`config.mk`:
```
export PLATFORM = sky130hd
export DESIGN_NAME = adcsx_sync_ctrl
export DESIGN_NICKNAME = d
export VERILOG_FILES = /design/src/adcsx_pkg.sv /design/src/adcsx_phase_timer.sv /design/src/adcsx_sync_ctrl.sv
export VERILOG_INCLUDE_DIRS = /design/src
export SDC_FILE = /design/constraint.sdc
export NUM_CORES = 1
export LEC_CHECK = 0
export BUFFER_PORTS_ARGS = -buffer_cell sky130_fd_sc_hd__buf_2
export CAP_MARGIN = 20
export CORE_MARGIN = 2
export CORE_UTILIZATION = 37
export DETAILED_ROUTE_END_ITERATION = 8
export GPL_TIMING_DRIVEN = 0
export SLEW_MARGIN = 20
export SYNTH_ARGS = -nofsm -noshare
export SYNTH_HDL_FRONTEND = slang
export SYNTH_SLANG_ARGS = --single-unit
```
`constraint.sdc`:
```
create_clock -name clk -period 4.05 [get_ports clk]
set_input_delay 1.0125 -clock clk [delete_from_list [all_inputs] [get_ports clk]]
set_output_delay 1.0125 -clock clk [all_outputs]
set_load 0.02 [all_outputs]
```
`src/adcsx_cfg.svh`:
```
// Register offsets, field positions, reset values and timing for adcsx
`ifndef ADCSX_CFG_SVH
`define ADCSX_CFG_SVH
`define ADCSX_OFS_SYNC_CTRL   8'h1A
`define ADCSX_OFS_EXT_MUX     8'hD0
`define ADCSX_OFS_MUX_ENABLE  8'hD6
`define ADCSX_OFS_CHAN_SYNC   8'h20
`define ADCSX_OFS_CHAN_INCLS  8'h22
`define ADCSX_OFS_GLOB_CTRL   8'h24
`define ADCSX_OFS_STATUS      8'h26
`define ADCSX_OFS_REQUEST     8'h28
`define ADCSX_OFS_ALIAS       8'h2A
`define ADCSX_EXT_SELECT_OUTPUTS_SET_LSB    0
`define ADCSX_EXT_SELECT_OUTPUTS_LAST_LSB   4
`define ADCSX_EXT_SELECT_OUTPUTS_SAMP_LSB   8
`define ADCSX_SYNC_STATE_SOURCE_SELECT_LSB  0
`define ADCSX_SYNC_EVAL_BIT   4
`define ADCSX_RST_VALUE       16'h0000
`define ADCSX_ALT_SAMPLE_BASE 10'h002
`define ADCSX_CONV_BITS_8     4'h8
`endif

```
`src/adcsx_pkg.sv`:
```
// Types shared by the adcsx converter control files
package adcsx_pkg;
  typedef enum logic [2:0] {
    ADCSX_IDLE   = 3'b000,
    ADCSX_WAIT   = 3'b001,
    ADCSX_SAMPLE = 3'b010,
    ADCSX_CONV   = 3'b011,
    ADCSX_DONE   = 3'b100
  } adcsx_state_t;

  typedef struct packed {
    logic       req;
    logic [3:0] chan;
    logic [1:0] analog_power_state;
  } adcsx_link_t;

  typedef struct packed {
    logic [2:0] setMux;
    logic [2:0] lastMux;
    logic [7:0] sampleExt;
  } adcsx_mux_t;
endpackage

```
`src/adcsx_phase_timer.sv`:
```
// Down counter that times sample and conversion phases
`timescale 1ns/1ps
module adcsx_phase_timer #(
  parameter int WIDTH = 10
) (
  input  wire logic             clk,
  input  wire logic             rst,
  input  wire logic             load,
  input  wire logic [WIDTH-1:0] loadValue,
  output logic                  expired
);
  logic [WIDTH-1:0] count_q;

  initial begin
    if (WIDTH < 2) begin
      $error("adcsx_phase_timer: WIDTH too small");
    end
  end

  always_ff @(posedge clk or posedge rst) begin
    if (rst) begin
      count_q <= '0;
    end else if (load) begin
      count_q <= loadValue;
    end else if (count_q != '0) begin
      count_q <= count_q - WIDTH'(1);
    end
  end

  // Not gated by load: the sequencer reloads on expiry, a gate would loop
  assign expired = count_q == WIDTH'(1);
endmodule

```
`src/adcsx_sync_ctrl.sv`:
```
// Conversion-group synchronisation and external multiplexer control
//
// The strobed register port was chosen for this implementation.
`timescale 1ns/1ps
// What this block does
// - Master forwards request and channel when flagged
// - Slave never originates synchronisation requests
// - Slave converts own requests when idle
// - Both kernels start sample phase together
// - Each kernel keeps own resolution, sample length
// - Master alone sets channel
// - Started parallel conversion is never aborted
// - Slave serves parallel request first when idle; a running local conversion is cancelled and repeated, request dropped
// - Master waits for read; slave overwrites
// - Master distributes analog power state
// - Master presents requested channel alongside state
// - Ready evaluation holds start for partner
// - Own alias redirection applied per kernel
// - Bits 2:0 hold next mux setting
// - Bits 6:4 show applied mux setting
// - Changed setting uses extension sample phase
// - Alternative phase is two plus extension
// - Reserved bits 3 and 7 read zero
// - Copy next to applied at conversion start
// - Disabled channel leaves outputs, uses class
// - Repeat after abort keeps alternative phase
`include "adcsx_cfg.svh"
module adcsx_sync_ctrl #(
  parameter int CHANNELS = 8
) (
  input  wire logic                   clk,
  input  wire logic                   rst,
  input  wire logic [7:0]             regAddr,
  input  wire logic [15:0]            regWrData,
  input  wire logic                   regWrite,
  input  wire logic                   regRead,
  output logic [15:0]                 regRdData,
  input  wire logic                   localReq,
  input  wire logic [3:0]             localChan,
  input  wire logic                   localPrioReq,
  input  wire adcsx_pkg::adcsx_link_t syncIn,
  output adcsx_pkg::adcsx_link_t      syncOut,
  input  wire logic                   partnerReady,
  output logic                        readyOut,
  input  wire logic [1:0]             localAnon,
  input  wire logic                   resultRead,
  output logic [2:0]                  extSelect,
  output logic                        convActive,
  output logic                        sampleActive,
  output logic [3:0]                  convChan,
  output logic                        convParallel,
  output logic                        resultValid
);
  import adcsx_pkg::*;

  // ***************************************************
  // Elaboration check
  // ***************************************************
  initial begin
    if (CHANNELS < 1 || CHANNELS > 8) begin
      $error("adcsx_sync_ctrl: CHANNELS must be 1 to 8");
    end
  end

  // ***************************************************
  // Registers
  // ***************************************************
  logic [1:0]   state_source_select_q;
  logic         evalReady_q;
  logic [7:0]   muxEnable_q;
  logic [7:0]   chanSync_q;
  logic [7:0]   inClass_q;
  logic [3:0]   resBits_q;
  logic         waitRead_q;
  logic         isSlave_q;
  logic [3:0]   channel_redirect_zero_q;
  logic [2:0]   setMux_q, lastMux_q;
  logic [7:0]   sampleExt_q;
  adcsx_mux_t   mux_q;
  logic         altPending_q;
  logic [15:0]  rdData_q;
  adcsx_state_t state_q;
  logic [3:0]   chan_q;
  logic         par_q;
  logic         alt_q;
  logic         resultValid_q;
  logic         pendLocal_q;
  logic [3:0]   pendChan_q;

  function automatic logic [15:0] readMux(input adcsx_mux_t m);
    readMux = {m.sampleExt, 1'b0, m.lastMux, 1'b0, m.setMux};
  endfunction

  function automatic logic [3:0] redirect(input logic [3:0] c,
                                          input logic [3:0] a);
    redirect = (c == 4'h0) ? a : c;
  endfunction

  always_ff @(posedge clk or posedge rst) begin
    if (rst) begin
      state_source_select_q     <= 2'h0;
      evalReady_q <= 1'b0;
      muxEnable_q <= 8'h00;
      chanSync_q  <= 8'h00;
      inClass_q   <= 8'h00;
      resBits_q   <= 4'h0;
      waitRead_q  <= 1'b0;
      isSlave_q   <= 1'b0;
      channel_redirect_zero_q    <= 4'h0;
      setMux_q    <= 3'h0;
      sampleExt_q <= 8'h00;
    end else if (regWrite) begin
      case (regAddr)
        `ADCSX_OFS_SYNC_CTRL: begin
          state_source_select_q     <= regWrData[`ADCSX_SYNC_STATE_SOURCE_SELECT_LSB +: 2];
          evalReady_q <= regWrData[`ADCSX_SYNC_EVAL_BIT];
        end
        `ADCSX_OFS_EXT_MUX: begin
          setMux_q    <= regWrData[`ADCSX_EXT_SELECT_OUTPUTS_SET_LSB +: 3];
          sampleExt_q <= regWrData[`ADCSX_EXT_SELECT_OUTPUTS_SAMP_LSB +: 8];
        end
        `ADCSX_OFS_MUX_ENABLE: begin
          for (int i = 0; i < 8; i++) begin
            muxEnable_q[i] <= regWrData[2*i];
          end
        end
        `ADCSX_OFS_CHAN_SYNC: chanSync_q <= regWrData[7:0];
        `ADCSX_OFS_CHAN_INCLS: inClass_q <= regWrData[7:0];
        `ADCSX_OFS_GLOB_CTRL: begin
          resBits_q  <= regWrData[3:0];
          waitRead_q <= regWrData[4];
          isSlave_q  <= regWrData[5];
        end
        `ADCSX_OFS_ALIAS: channel_redirect_zero_q <= regWrData[3:0];
        default: ;
      endcase
    end
  end

  always_ff @(posedge clk or posedge rst) begin
    if (rst) begin
      rdData_q <= `ADCSX_RST_VALUE;
    end else if (regRead) begin
      case (regAddr)
        `ADCSX_OFS_SYNC_CTRL:
          rdData_q <= {11'h000, evalReady_q, 2'h0, state_source_select_q};
        `ADCSX_OFS_EXT_MUX: rdData_q <= readMux(mux_q);
        `ADCSX_OFS_MUX_ENABLE: begin
          rdData_q <= 16'h0000;
          for (int i = 0; i < 8; i++) begin
            rdData_q[2*i] <= muxEnable_q[i];
          end
        end
        `ADCSX_OFS_CHAN_SYNC:  rdData_q <= {8'h00, chanSync_q};
        `ADCSX_OFS_CHAN_INCLS: rdData_q <= {8'h00, inClass_q};
        `ADCSX_OFS_GLOB_CTRL:
          rdData_q <= {10'h000, isSlave_q, waitRead_q, resBits_q};
        `ADCSX_OFS_STATUS:
          rdData_q <= {8'h00, resultValid_q, par_q, alt_q,
                       2'(state_q), chan_q[2:0]};
        `ADCSX_OFS_ALIAS: rdData_q <= {12'h000, channel_redirect_zero_q};
        default: rdData_q <= 16'h0000;
      endcase
    end else begin
      rdData_q <= 16'h0000;
    end
  end
  assign regRdData = rdData_q;

  // ***************************************************
  // Request selection
  // ***************************************************
  logic        incoming;
  logic        startReq;
  logic [3:0]  startChan;
  logic        startPar;
  logic        resultBlocked;
  logic        timerLoad;
  logic [9:0]  timerValue;
  logic        timerDone;
  logic        localFlagged;

  // Slave listens only when its source select points at the master
  assign incoming = isSlave_q && (state_source_select_q == 2'h1) && syncIn.req;
  assign localFlagged = localReq && chanSync_q[localChan[2:0]];
  // Any unread result, parallel or not, blocks new local starts in the master only
  assign resultBlocked = waitRead_q && !isSlave_q && resultValid_q;

  always_comb begin
    startReq  = 1'b0;
    startChan = 4'h0;
    startPar  = 1'b0;
    if (incoming) begin
      startReq  = 1'b1;
      startChan = syncIn.chan;
      startPar  = 1'b1;
    end else if (pendLocal_q) begin
      startReq  = 1'b1;
      startChan = pendChan_q;
    end else if (localReq && !resultBlocked) begin
      startReq  = 1'b1;
      startChan = localChan;
      startPar  = localFlagged && !isSlave_q;
    end
  end

  // ***************************************************
  // Conversion sequencer
  // ***************************************************
  logic muxUse;
  logic muxChanged;
  logic idleStart;
  logic abortNow;
  assign idleStart  = (state_q == ADCSX_IDLE) && startReq;
  assign muxUse     = muxEnable_q[startChan[2:0]];
  assign muxChanged = mux_q.setMux != mux_q.lastMux;
  // Only non-parallel conversions may be cancelled
  assign abortNow   = !par_q && (state_q == ADCSX_SAMPLE ||
                      state_q == ADCSX_CONV) && (incoming || localPrioReq);

  always_ff @(posedge clk or posedge rst) begin
    if (rst) begin
      state_q     <= ADCSX_IDLE;
      chan_q      <= 4'h0;
      par_q       <= 1'b0;
      pendLocal_q <= 1'b0;
      pendChan_q  <= 4'h0;
    end else begin
      case (state_q)
        ADCSX_IDLE: begin
          if (startReq) begin
            chan_q <= redirect(startChan, channel_redirect_zero_q);
            par_q  <= startPar;
            if (!incoming) begin
              pendLocal_q <= 1'b0;
            end
            state_q <= (startPar && evalReady_q) ? ADCSX_WAIT
                                                : ADCSX_SAMPLE;
          end
        end
        ADCSX_WAIT: begin
          if (partnerReady) begin
            state_q <= ADCSX_SAMPLE;
          end
        end
        ADCSX_SAMPLE: begin
          if (abortNow) begin
            pendLocal_q <= 1'b1;
            pendChan_q  <= chan_q;
            state_q     <= ADCSX_IDLE;
          end else if (timerDone) begin
            state_q <= ADCSX_CONV;
          end
        end
        ADCSX_CONV: begin
          if (abortNow) begin
            pendLocal_q <= 1'b1;
            pendChan_q  <= chan_q;
            state_q     <= ADCSX_IDLE;
          end else if (timerDone) begin
            state_q <= ADCSX_DONE;
          end
        end
        ADCSX_DONE: state_q <= ADCSX_IDLE;
        default: state_q <= ADCSX_IDLE;
      endcase
    end
  end

  // ***************************************************
  // External multiplexer
  // ***************************************************
  always_ff @(posedge clk or posedge rst) begin
    if (rst) begin
      lastMux_q     <= 3'h0;
      altPending_q  <= 1'b0;
      alt_q         <= 1'b0;
    end else begin
      if (idleStart && muxUse) begin
        lastMux_q <= setMux_q;
        // A repeat keeps the alternative phase until it completes
        alt_q <= muxChanged || altPending_q;
        altPending_q <= muxChanged || altPending_q;
      end else if (idleStart) begin
        alt_q <= 1'b0;
      end
      if (state_q == ADCSX_DONE && alt_q) begin
        altPending_q <= 1'b0;
      end
    end
  end
  assign mux_q     = {setMux_q, lastMux_q, sampleExt_q};
  assign extSelect = lastMux_q;

  // ***************************************************
  // Phase timing
  // ***************************************************
  logic enterSample;
  assign enterSample = (state_q == ADCSX_WAIT && partnerReady) ||
                       (idleStart && !(startPar && evalReady_q));

  always_comb begin
    timerLoad  = 1'b0;
    timerValue = 10'h000;
    if (enterSample) begin
      timerLoad = 1'b1;
      if (idleStart) begin
        timerValue = (muxUse && (muxChanged || altPending_q)) ?
          `ADCSX_ALT_SAMPLE_BASE + {2'h0, mux_q.sampleExt} :
          `ADCSX_ALT_SAMPLE_BASE + {9'h000, inClass_q[startChan[2:0]]};
      end else begin
        timerValue = alt_q ?
          `ADCSX_ALT_SAMPLE_BASE + {2'h0, mux_q.sampleExt} :
          `ADCSX_ALT_SAMPLE_BASE + {9'h000, inClass_q[chan_q[2:0]]};
      end
    end else if (state_q == ADCSX_SAMPLE && timerDone) begin
      timerLoad  = 1'b1;
      timerValue = {6'h00, resBits_q} + 10'h002;
    end
  end

  adcsx_phase_timer #(
    .WIDTH(10)
  ) u_timer (
    .clk       (clk),
    .rst       (rst),
    .load      (timerLoad),
    .loadValue (timerValue),
    .expired   (timerDone)
  );

  // ***************************************************
  // Results and link outputs
  // ***************************************************
  always_ff @(posedge clk or posedge rst) begin
    if (rst) begin
      resultValid_q <= 1'b0;
    end else if (state_q == ADCSX_DONE) begin
      resultValid_q <= 1'b1;
    end else if (resultRead) begin
      resultValid_q <= 1'b0;
    end
  end

  always_ff @(posedge clk or posedge rst) begin
    if (rst) begin
      syncOut <= '0;
    end else begin
      syncOut.req  <= !isSlave_q && idleStart && startPar;
      syncOut.chan <= startChan;
      syncOut.analog_power_state <= isSlave_q ? 2'h0 : localAnon;
    end
  end

  assign readyOut     = (state_q == ADCSX_WAIT) ||
                        (state_q == ADCSX_IDLE && incoming);
  assign convActive   = state_q != ADCSX_IDLE;
  assign sampleActive = state_q == ADCSX_SAMPLE;
  assign convChan     = chan_q;
  assign convParallel = par_q;
  assign resultValid  = resultValid_q;
endmodule

```
==> metrics.txt, run 1 <==
DIE WIDTH=~120 microns; n_diodes=0; vias after detailed routing=between 4k and 5k; CORE AREA=13900 sq um; gr usage total=between 20% and 30%; # rows=between 40 and 50; Antenna Nets Post-Route=0; initial antenna violation count=0; max-cap violation count=0; Post-synth ARST share=100%; Remaining DRCs=0; fin nets=~630; drt via density=between 5 and 6; critical path's slowest cell=nor3_1; Clock Skew=0.0140 ns; global-route wire length before repair=24000 microns; Leak=around 3 nW; Num CTS Buffers=9; Power Dens Cells=~530 nW/um^2; clock share of power=between 20% and 30%; Hold Crit Class=flop to flop; routed len/inst=20.4 microns; setup violators final=0; Pins Over Slew Limit=0; post-CTS setup buffer count=0; status=finished, final reports clean; fmax=between 300 and 400 MHz; Hold-fix buffers, CTS=0; Net Count, Synth=541; Pre-Repair DR Iteration Count=5; GR Overflow Total=0; crit path capture type=flop; Comb pwr share=around 34%; worst slew pin tran=~0.9 ns; DIE AREA=15300 sq um; Resized cells post-CTS=0; Most used DFF post-synth=dfrtp_1; worst skew pair latency=about 0.37 ns; Peak VDD IR=roughly 0.00022 V; Ports=80; GP Congestion=between 0.9 and 1; Yosys reg bits=100; critical path's top delay family=simple AND/OR/NAND/NOR gates; P_int=a little over 2 mW; Yosys cell types=68; Fillers=around 1.3k; min cycle time layout=between 3 and 4 ns; Syn. warnings=0; number of synthesized flops with an enable pin=0; Switch Pwr=1.26 mW; final wirelength=between 15000 and 20000 microns; sw frac=a little under two fifths; dpl cell area=about 5900 sq um; Die Height=124 microns; critical-path maximum fanout=10; deepest clock path buffer count=2; clock root cell=clkbuf_16; CTS tree=yes; CP arrival=between 3 and 4 ns; Final HPWL DP=~12000 microns; unrepaired setup endpoints after global routing=false; Clock transition at path regs=around 0.070 ns; Post-Syn Area=5290 sq um; synthesized instance count=a little under 500; CP Launch Type=input pin; Flop pwr share=39.5%; synthesized area per cell=around 11 sq um; PortBufs=between 70 and 80; ratio of cells with drive above 1 in the final layout=between 20% and 30%; Worst Setup Path Type=input pin to flop; Initial Utilization=37.9%; Largest stage delay, worst path=between 0.7 and 0.8 ns; Buf/Inv on CP=2; Iteration-0 DRC Markers=548; Slew headroom=39.8%; Clock Sinks=100; fin area=roughly 6200 sq um; number of global-route vias before repair=4245; Seq/Total Area, Yosys=between 40% and 50%; final hold vios=0; largest net degree at the start of global routing=slightly below 60; setup_tns=0 ns; Worst EP required=roughly 4.3 ns; Area Growth Syn to Fin=17.8%; Tcrit/Tclk final=roughly four fifths; htree depth=3; worst-path cell chain=buf_2, nand2b_1, or4_1, nor3_1, nand2_1, clkbuf_1, mux2_2
[cells by family (layout without fill, tap and decap cells)]
family	after synthesis	count (layout)	share of synthesized area [%]
compound gates	95	95	13.0
xor+xnor	17	17	2.82
fa+ha+maj	4	4	0.947
buf+inv	30	123	2.32
flops	100	100	47.3
mux	77	77	16.6
simple gates	169	169	16.9
[placed cells by master (no fill, tap or decap), drive strengths merged, types with 4 or more instances in the layout]
cell and count:
dfrtp 100, a21oi 14, or3 4, mux2i 18
clkbuf 24, nor3 14, a22oi 11, mux2 56
ha 4, a31oi 11, nand2 53, o21ai 20
buf 83, nor2 32, inv 15, nand2b 5
and3 6, and2 6, nand3b 4, nand4 4
nor2b 4, and4b 4, xnor2 6, xor2 11
nand3 15
[synth_stat cells, types with 5 or more instances]
cell / number / share of area, %
nand2_1: 53 / 3.8
a22oi_1: 11 / 1.6
and3_1: 6 / 0.71
a21oi_1: 14 / 1.3
dfrtp_1: 100 / 47
xnor2_1: 6 / 0.99
xor2_1: 11 / 1.8
nor3_1: 14 / 1.3
nor2_1: 31 / 2.2
o21ai_0: 18 / 1.7
nand3_1: 15 / 1.4
inv_1: 8 / 0.57
mux2_2: 53 / 11
clkbuf_1: 13 / 0.92
mux2i_1: 18 / 3.4
a31oi_1: 8 / 0.95
and2_1: 6 / 0.71
nand2b_1: 5 / 0.59
[power by group through the flow]
stage                     clock network [mW]  registers (mW)  logic (mW)
after global routing                   0.939            1.32        1.21
final                                  0.880            1.30        1.11
after global placement                     0            1.31        1.07
after detailed placement                   0            1.31        1.10
after CTS                              0.894            1.29        1.11
after floorplan                            0            1.32       0.750
[metrics by stage]
| stage | setup slack, ns | hold slack (ns) | cells | utilization [%] | total power, mW |
|---|---|---|---|---|---|
| after global placement | -0.716 | 0.465 | 748 | 42.3 | 2.38 |
| final | 0.863 | 0.501 | 765 | 44.7 | 3.29 |
| after detailed placement | 0.555 | 0.468 | 749 | 42.5 | 2.41 |
| after CTS | 0.925 | 0.498 | 765 | 44.7 | 3.29 |
| after global routing | 0.765 | 0.525 | 765 | 44.7 | 3.47 |
| after floorplan | 0.419 | 0.447 | 492 | - | 2.07 |
[routing by layer]
layer | up-vias | part of all wire (%) | wire [microns] | GRT usage, %
met5 | - | 0 | 0 | 0
met4 | 0 | 2.4 | 381 | 9.09
met3 | 23 | 6.0 | 934 | 3.32
met2 | 166 | 45 | 7060 | 32.3
met1 | 2220 | 46 | 7220 | 30.5
li1 | 2009 | - | - | -
[worst paths after layout]
path | from | cells after the start | to | slack [ns]
setup / recovery | regAddr[5] | 7 | sampleExt_q[3] | 0.86
hold / removal | pendChan_q[2] | 2 | pendChan_q[2] | 0.50
setup reg to reg | isSlave_q | 8 | extSelect[2] | 1.05
hold reg to reg | pendChan_q[2] | 2 | pendChan_q[2] | 0.50
max in group asynchronous | rst | 3 | inClass_q[0] | 2.74
min in group asynchronous | rst | 2 | regRdData[13] | 0.67
[registers in the layout, summed over array words and instances, names as in the netlist, 2 cells and up]
register and cells:
chanSync_q 8, channel_redirect_zero_q 4, convChan 4, extSelect 3, inClass_q 8, muxEnable_q 8, pendChan_q 4, regRdData 16
resBits_q 4, sampleExt_q 8, setMux_q 3, state_q 3, state_source_select_q 2, syncOut 7, u_timer.count_q 10
[worst register-to-register path, cell delays in order (launching register included)]
cell and delay, ns:
dfrtp_1 0.58, nand4b_1 0.44, buf_2 0.34, a2111oi_0 0.40
a31oi_1 0.09, nor3_1 0.34, nor4b_4 0.13, nand2_1 0.22
mux2_1 0.35
[final cells by class]
class	count	area [sq um]	share of cell area, %
well taps	180	225	3.62
plain buffers	20	85.1	1.37
flip-flops and latches	100	2500	40.2
repair buffers	77	408	6.55
clock buffers	10	239	3.84
clock inverters	6	62.6	1.00
multi-input cells	362	2660	42.8
inverters	10	42.5	0.683
(Power assumes the default switching activity.)
==> inputs of run 2 (changes only) <==
--- a/config.mk
+++ b/config.mk
@@ -6,6 +6,7 @@
 export SDC_FILE = /design/constraint.sdc
 export NUM_CORES = 1
 export LEC_CHECK = 0
+export ABC_AREA = 1
 export BUFFER_PORTS_ARGS = -buffer_cell sky130_fd_sc_hd__buf_2
 export CAP_MARGIN = 20
 export CORE_MARGIN = 2
==> constraint.sdc (replaced) <==
create_clock -name clk -period 2.94 [get_ports clk]
set_input_delay 0.735 -clock clk [delete_from_list [all_inputs] [get_ports clk]]
set_output_delay 0.735 -clock clk [all_outputs]
set_load 0.02 [all_outputs]
==> run 2 against run 1 <==
  * Critical path depth down 2
  * Non-clock buffer count down 8
  * Final cell count up 21%
  * Count of clock-buffer cells in the layout down 1
  * Combinational power up 64%
  * Critical endpoint is now readyOut
==> metrics.txt, run 2 <==
PortBufs=between 70 and 80; Tcrit/Tclk final=between 80% and 90%; Leak=around 3.0 nW; critical path's top delay family=flip-flops; fin area=~6100 sq um; crit path capture type=output port; critical path's slowest cell=dfrtp_1; critical-path maximum fanout=9; Ports=80; met3 WL=approximately 1100 microns; synth top area cells=dfrtp_1, nand2_1, o21ai_0, inv_1, nor2_1; Most used DFF post-synth=dfrtp_1; drt via density=around 5.3; routed len/inst=between 15 and 20 microns; Num CTS Buffers=9; Clock Sinks=100; Syn. warnings=0; Hold-fix buffers, CTS=0; simple logic cell fraction of the synthesized area=about a quarter; synthesized instance count=roughly 650; xor and xnor area share after synthesis=around 2.2%; Clock Skew=0.0118 ns; max layer used=met4; most frequent cells after synthesis=nand2_1, dfrtp_1, inv_1; Hold Crit Class=input pin to async pin; Initial Utilization=a little under two fifths; vias after detailed routing=~4.9k; final wirelength=approximately 15000 microns; Buf/Inv on CP=2; clock root cell=clkbuf_16; Largest register FFs=16; htree depth=3; # rows=between 40 and 50; CP arrival=1.75 ns; Compound-Gate Fraction of Synth Area=15.6%; Slew headroom=48.5%; Pre-Repair DR Iteration Count=5; DIE AREA=approximately 15000 sq um; area of the multi-input gates=roughly 2300 sq um; gr usage total=between 20% and 30%; Yosys cell types=43; final std cells w/o fill=around 930; Pins Over Slew Limit=0; global-route wire length before repair=24500 microns; Worst Setup Path Type=flop to output port; CTS tree=yes; Antenna Nets Post-Route=0; fmax=403 MHz; initial antenna violation count=0; min cycle time layout=2.48 ns; largest net degree at the start of global routing=34; fin nets=790; Seq/Total Area, Yosys=between 40% and 50%; Net Count, Synth=700; DR WL met2=about 7000 microns; worst skew pair latency=0.36 ns; commonest non-fill, non-tap cell in the layout=nand2_1; Final HPWL DP=11700 microns; CP Launch Type=flop; setup violators final=0; Worst EP required=approximately 2.2 ns; Resized cells post-CTS=0; Remaining DRCs=0; deepest clock path buffer count=2; Post-Syn Area=5170 sq um; cell total after placement=between 900 and 1k; Iteration-0 DRC Markers=383; Post-Synth Adder-Cell Area=less than 1%; combinational family with the most area after synthesis=simple AND/OR/NAND/NOR gates; Area Growth Syn to Fin=18.9%; final hold vios=0; top-count cell post-synth=nand2_1; DIE WIDTH=approximately 120 microns; unrepaired setup endpoints after global routing=false; CORE AREA=13800 sq um; worst-path cell chain=nand2_2, nor2_8, inv_2, o21ai_0, buf_2; Post-synth ARST share=100%; Fillers=about 1.4k; number of global-route vias before repair=about 4.7k; Yosys top cell area share=48.4%; Peak VDD IR=~0.00032 V; max-cap violation count=0; DRT met1 WL=between 6000 and 7000 microns; post-CTS setup buffer count=0; n_diodes=0; Die Height=between 100 and 150 microns; Largest stage delay, worst path=0.51 ns; cell taking the most area after synthesis=dfrtp_1; ratio of cells with drive above 1 in the final layout=approximately 17%; Clock transition at path regs=roughly 0.07 ns; reg2reg setup slack=between 0.5 and 0.6 ns; GR Overflow Total=0; number of synthesized flops with an enable pin=0; worst slew pin tran=roughly 0.77 ns; dpl cell area=roughly 5800 sq um; post-synthesis mux area share=0.872%; setup_tns=0 ns; status=finished, final reports clean; register area=2500 sq um; GP Congestion=0.951; synthesized area per cell=about 7.9 sq um; Power Dens Cells=between 700 and 800 nW/um^2; Yosys reg bits=100; commonest cells after routing, fill and taps aside=nand2_1, dfrtp_1, inv_1
run 2: cell count changes after synthesis, sizes merged, moves of 25 or more:
| cell | change |
|---|---|
| nor2 | +28 |
| inv | +88 |
| mux2 | -52 |
| nand2 | +97 |
| o21ai | +55 |
| nand3 | +25 |
run 2: stage by stage:
stage	hold WS, ns	power (mW)	util, %	setup WS (ns)
6_report	0.304	4.88	44.6	0.459
5_1_grt	0.318	5.18	44.6	0.314
4_1_cts	0.311	4.86	44.6	0.441
3_5_place_dp	0.472	3.61	42.4	0.215
3_3_place_gp	0.464	3.56	41.9	0.279
2_1_floorplan	0.442	3.06	-	0.626
run 2: final timing paths:
| kind | cells past startpoint | endpoint | from |
|---|---|---|---|
| max | 5 | readyOut | isSlave_q |
| max in group asynchronous | 4 | regRdData[14] | rst |
| min | 2 | pendChan_q[1] | rst |
| max reg2reg | 16 | u_timer.count_q[1] | isSlave_q |
| min reg2reg | 2 | pendChan_q[3] | pendChan_q[3] |
| min in group clk | 2 | pendChan_q[3] | pendChan_q[3] |
run 2: final cells by class:
cell class,instances,share of cell area (%)
inverter,98,6.05
clock buffer,9,3.67
tap,180,3.67
sequential,100,40.7
timing repair buffer,79,7.17
buffer,10,0.631
multi-input combinational,443,36.8
clock inverter,7,1.34
run 2: per-layer routing:
layer / global-route usage [%] / vias up
met3: 4.68 / 28
met4: 7.97 / 0
met1: 29.9 / 2335
met5: 0 / -
met2: 32.8 / 203
li1: - / 2332
run 2: cell families after synthesis:
kind of cell,after synthesis
adder cells (fa/ha/maj),4
buffers and inverters,108
multiplexers,4
flip-flops,100
XOR/XNOR,13
AND/OR/NAND/NOR,280
AO/OA/AOI/OAI,142
run 2: where the power goes:
| part | switching (mW) | leakage [nW] | internal (mW) |
|---|---|---|---|
| registers | 0.193 | 1.29 | 1.61 |
| logic | 1.23 | 1.62 | 0.599 |
| clock network | 0.576 | 0.145 | 0.674 |
==> inputs of run 3 (changes only) <==
==> constraint.sdc (replaced) <==
create_clock -name clk -period 2.05 [get_ports clk]
set_input_delay 0.5125 -clock clk [delete_from_list [all_inputs] [get_ports clk]]
set_output_delay 0.5125 -clock clk [all_outputs]
set_load 0.02 [all_outputs]
==> run 3 against run 2 <==
  * The flow now finishes with violations (setup timing)
  * Via count up 2.7%
  * Design area increased by 9.3%
  * Register-to-register slack got worse by 0.65 ns
  * Worst setup slack worse by 0.55 ns
  * Hold slack got worse by 0.22 ns
==> metrics.txt, run 3 (synthesis gave the netlist of run 2 again) <==
status=finished with violations; failing checks=setup timing; number of global-route vias before repair=4797; min cycle time layout=between 2 and 2.5 ns; CORE AREA=around 14000 sq um; crit path capture type=flop; dpl ws=-0.452 ns; CP Launch Type=flop; largest net degree at the start of global routing=34; final std cells w/o fill=roughly 950; Worst Setup Path Type=flop to flop; dpl cell area=just under 6000 sq um; deepest clock path buffer count=2; Leak=between 3 and 4 nW; setup_tns=-0.297 ns; Peak VDD IR=~0.00052 V; Largest register FFs=16; commonest non-fill, non-tap cell in the layout=nand2_1; Hold-fix buffers, CTS=0; Final Core Density=between 40% and 50%; worst slew pin tran=0.552 ns; cell total after placement=910; Hold Crit Class=input pin to async pin; worst skew pair latency=0.36 ns; fmax=468 MHz; Pre-Repair DR Iteration Count=5; fin area=around 6700 sq um; Clock Skew=between 0.01 and 0.015 ns; max-cap violation count=0; DIE WIDTH=approximately 120 microns; Clock Sinks=100; commonest cells after routing, fill and taps aside=nand2_1, dfrtp_1, inv_1; final wirelength=approximately 16000 microns; Final WS setup=-0.0868 ns; final hold vios=0; # rows=between 40 and 50; Slew headroom=about 62%; CTS tree=yes; Area Growth Syn to Fin=30.0%; Pins Over Slew Limit=0; vias after detailed routing=a little over 5k; fin nets=slightly above 800; Final HPWL DP=11700 microns; Iteration-0 DRC Markers=368; initial antenna violation count=0; Num CTS Buffers=9; ratio of cells with drive above 1 in the final layout=between 20% and 30%; setup violators final=5; Initial Utilization=between 30 and 40%; GR Overflow Total=0; PortBufs=76; Remaining DRCs=0; Ports=80; htree depth=3; DIE AREA=roughly 15000 sq um; Tcrit/Tclk final=104%; Worst EP required=around 2.3 ns; global-route wire length before repair=25300 microns; Fillers=1371; Antenna Nets Post-Route=0; Die Height=approximately 120 microns; GP Congestion=0.951; drt via density=about 5.3; critical-path maximum fanout=9; routed len/inst=between 15 and 20 microns; clock root cell=clkbuf_16; Clock transition at path regs=~0.07 ns; Power Dens Cells=~1200 nW/um^2; Min Hold Slack=around 0.085 ns; CP arrival=2.42 ns; gr usage total=between 20 and 25%; Tot Pwr=slightly below 8 mW; unrepaired setup endpoints after global routing=true; n_diodes=0
==> run 3: changes by cell type in the layout (fill, tap and decap cells not counted), moves of 4 or more <==
| cell | before | now |
|---|---|---|
| buf_4 | 0 | 27 |
| nand2_1 | 141 | 128 |
| nand3_1 | 38 | 28 |
| nand3_2 | 2 | 10 |
| nand2_2 | 5 | 12 |
| nor2_1 | 56 | 49 |
| nor3_1 | 16 | 10 |
| a21oi_1 | 30 | 26 |
| inv_1 | 91 | 87 |
| nand2_4 | 4 | 8 |
| nor2_4 | 1 | 5 |
| nor3_2 | 1 | 5 |
==> run 3: path summary, 6_finish.rpt <==
check	startpoint	end	slack, ns	depth (start not counted)
min in group clk	resultRead	resultValid	0.36	2
max reg2reg	isSlave_q	u_timer.count_q[0]	-0.09	15
min	rst	pendChan_q[1]	0.08	2
max in group asynchronous	rst	sampleExt_q[5]	1.30	4
max	isSlave_q	u_timer.count_q[0]	-0.09	15
min reg2reg	resBits_q[0]	resBits_q[0]	0.49	2
==> run 3: power breakdown <==
group | internal (mW) | switching [mW] | total, mW
registers | 2.31 | 0.321 | 2.63
logic | 1.26 | 2.08 | 3.34
clock network | 0.967 | 0.826 | 1.79
==> run 3: cell type report <==
type	instances	area [sq um]	area share, %
Multi-Input combinational cell	444	2590	38.5
Sequential cell	100	2510	37.3
Timing Repair Buffer	106	656	9.76
Inverter	98	395	5.88
Clock buffer	9	225	3.35
Tap cell	180	225	3.35
Clock inverter	7	82.6	1.23
Buffer	9	36.3	0.540
Timing Repair inverter	1	5.00	0.0745
==> run 3: timing repair <==
action	4_1_cts	5_1_grt
setup buffers	8	19
gates resized for setup	31	64
gates cloned	1	1
pin swaps	9	9
endpoints found under the setup margin	27	38
==> run 3: worst max-delay path, stage by stage (launching register included) <==
cell	delay, ns
dfrtp_2	0.46
nand2_4	0.11
nor2_8	0.06
buf_4	0.15
inv_8	0.09
nor2_2	0.05
a21oi_4	0.28
nand3_2	0.13
nand3_2	0.09
nand2_2	0.08
buf_4	0.15
nand3_1	0.06
nand3_1	0.09
nand2_1	0.07
nand2_1	0.08
a21oi_2	0.13
==> run 3: per-layer routing <==
| metal | GRT usage [%] | part of all wire (%) | up-vias | wire, microns |
|---|---|---|---|---|
| met3 | 4.45 | 6.2 | 34 | 1000 |
| met1 | 30.7 | 45 | 2408 | 7290 |
| met2 | 34.2 | 46 | 192 | 7500 |
| li1 | - | - | 2394 | - |
| met4 | 8.12 | 2.4 | 0 | 382 |
| met5 | 0 | 0 | - | 0 |
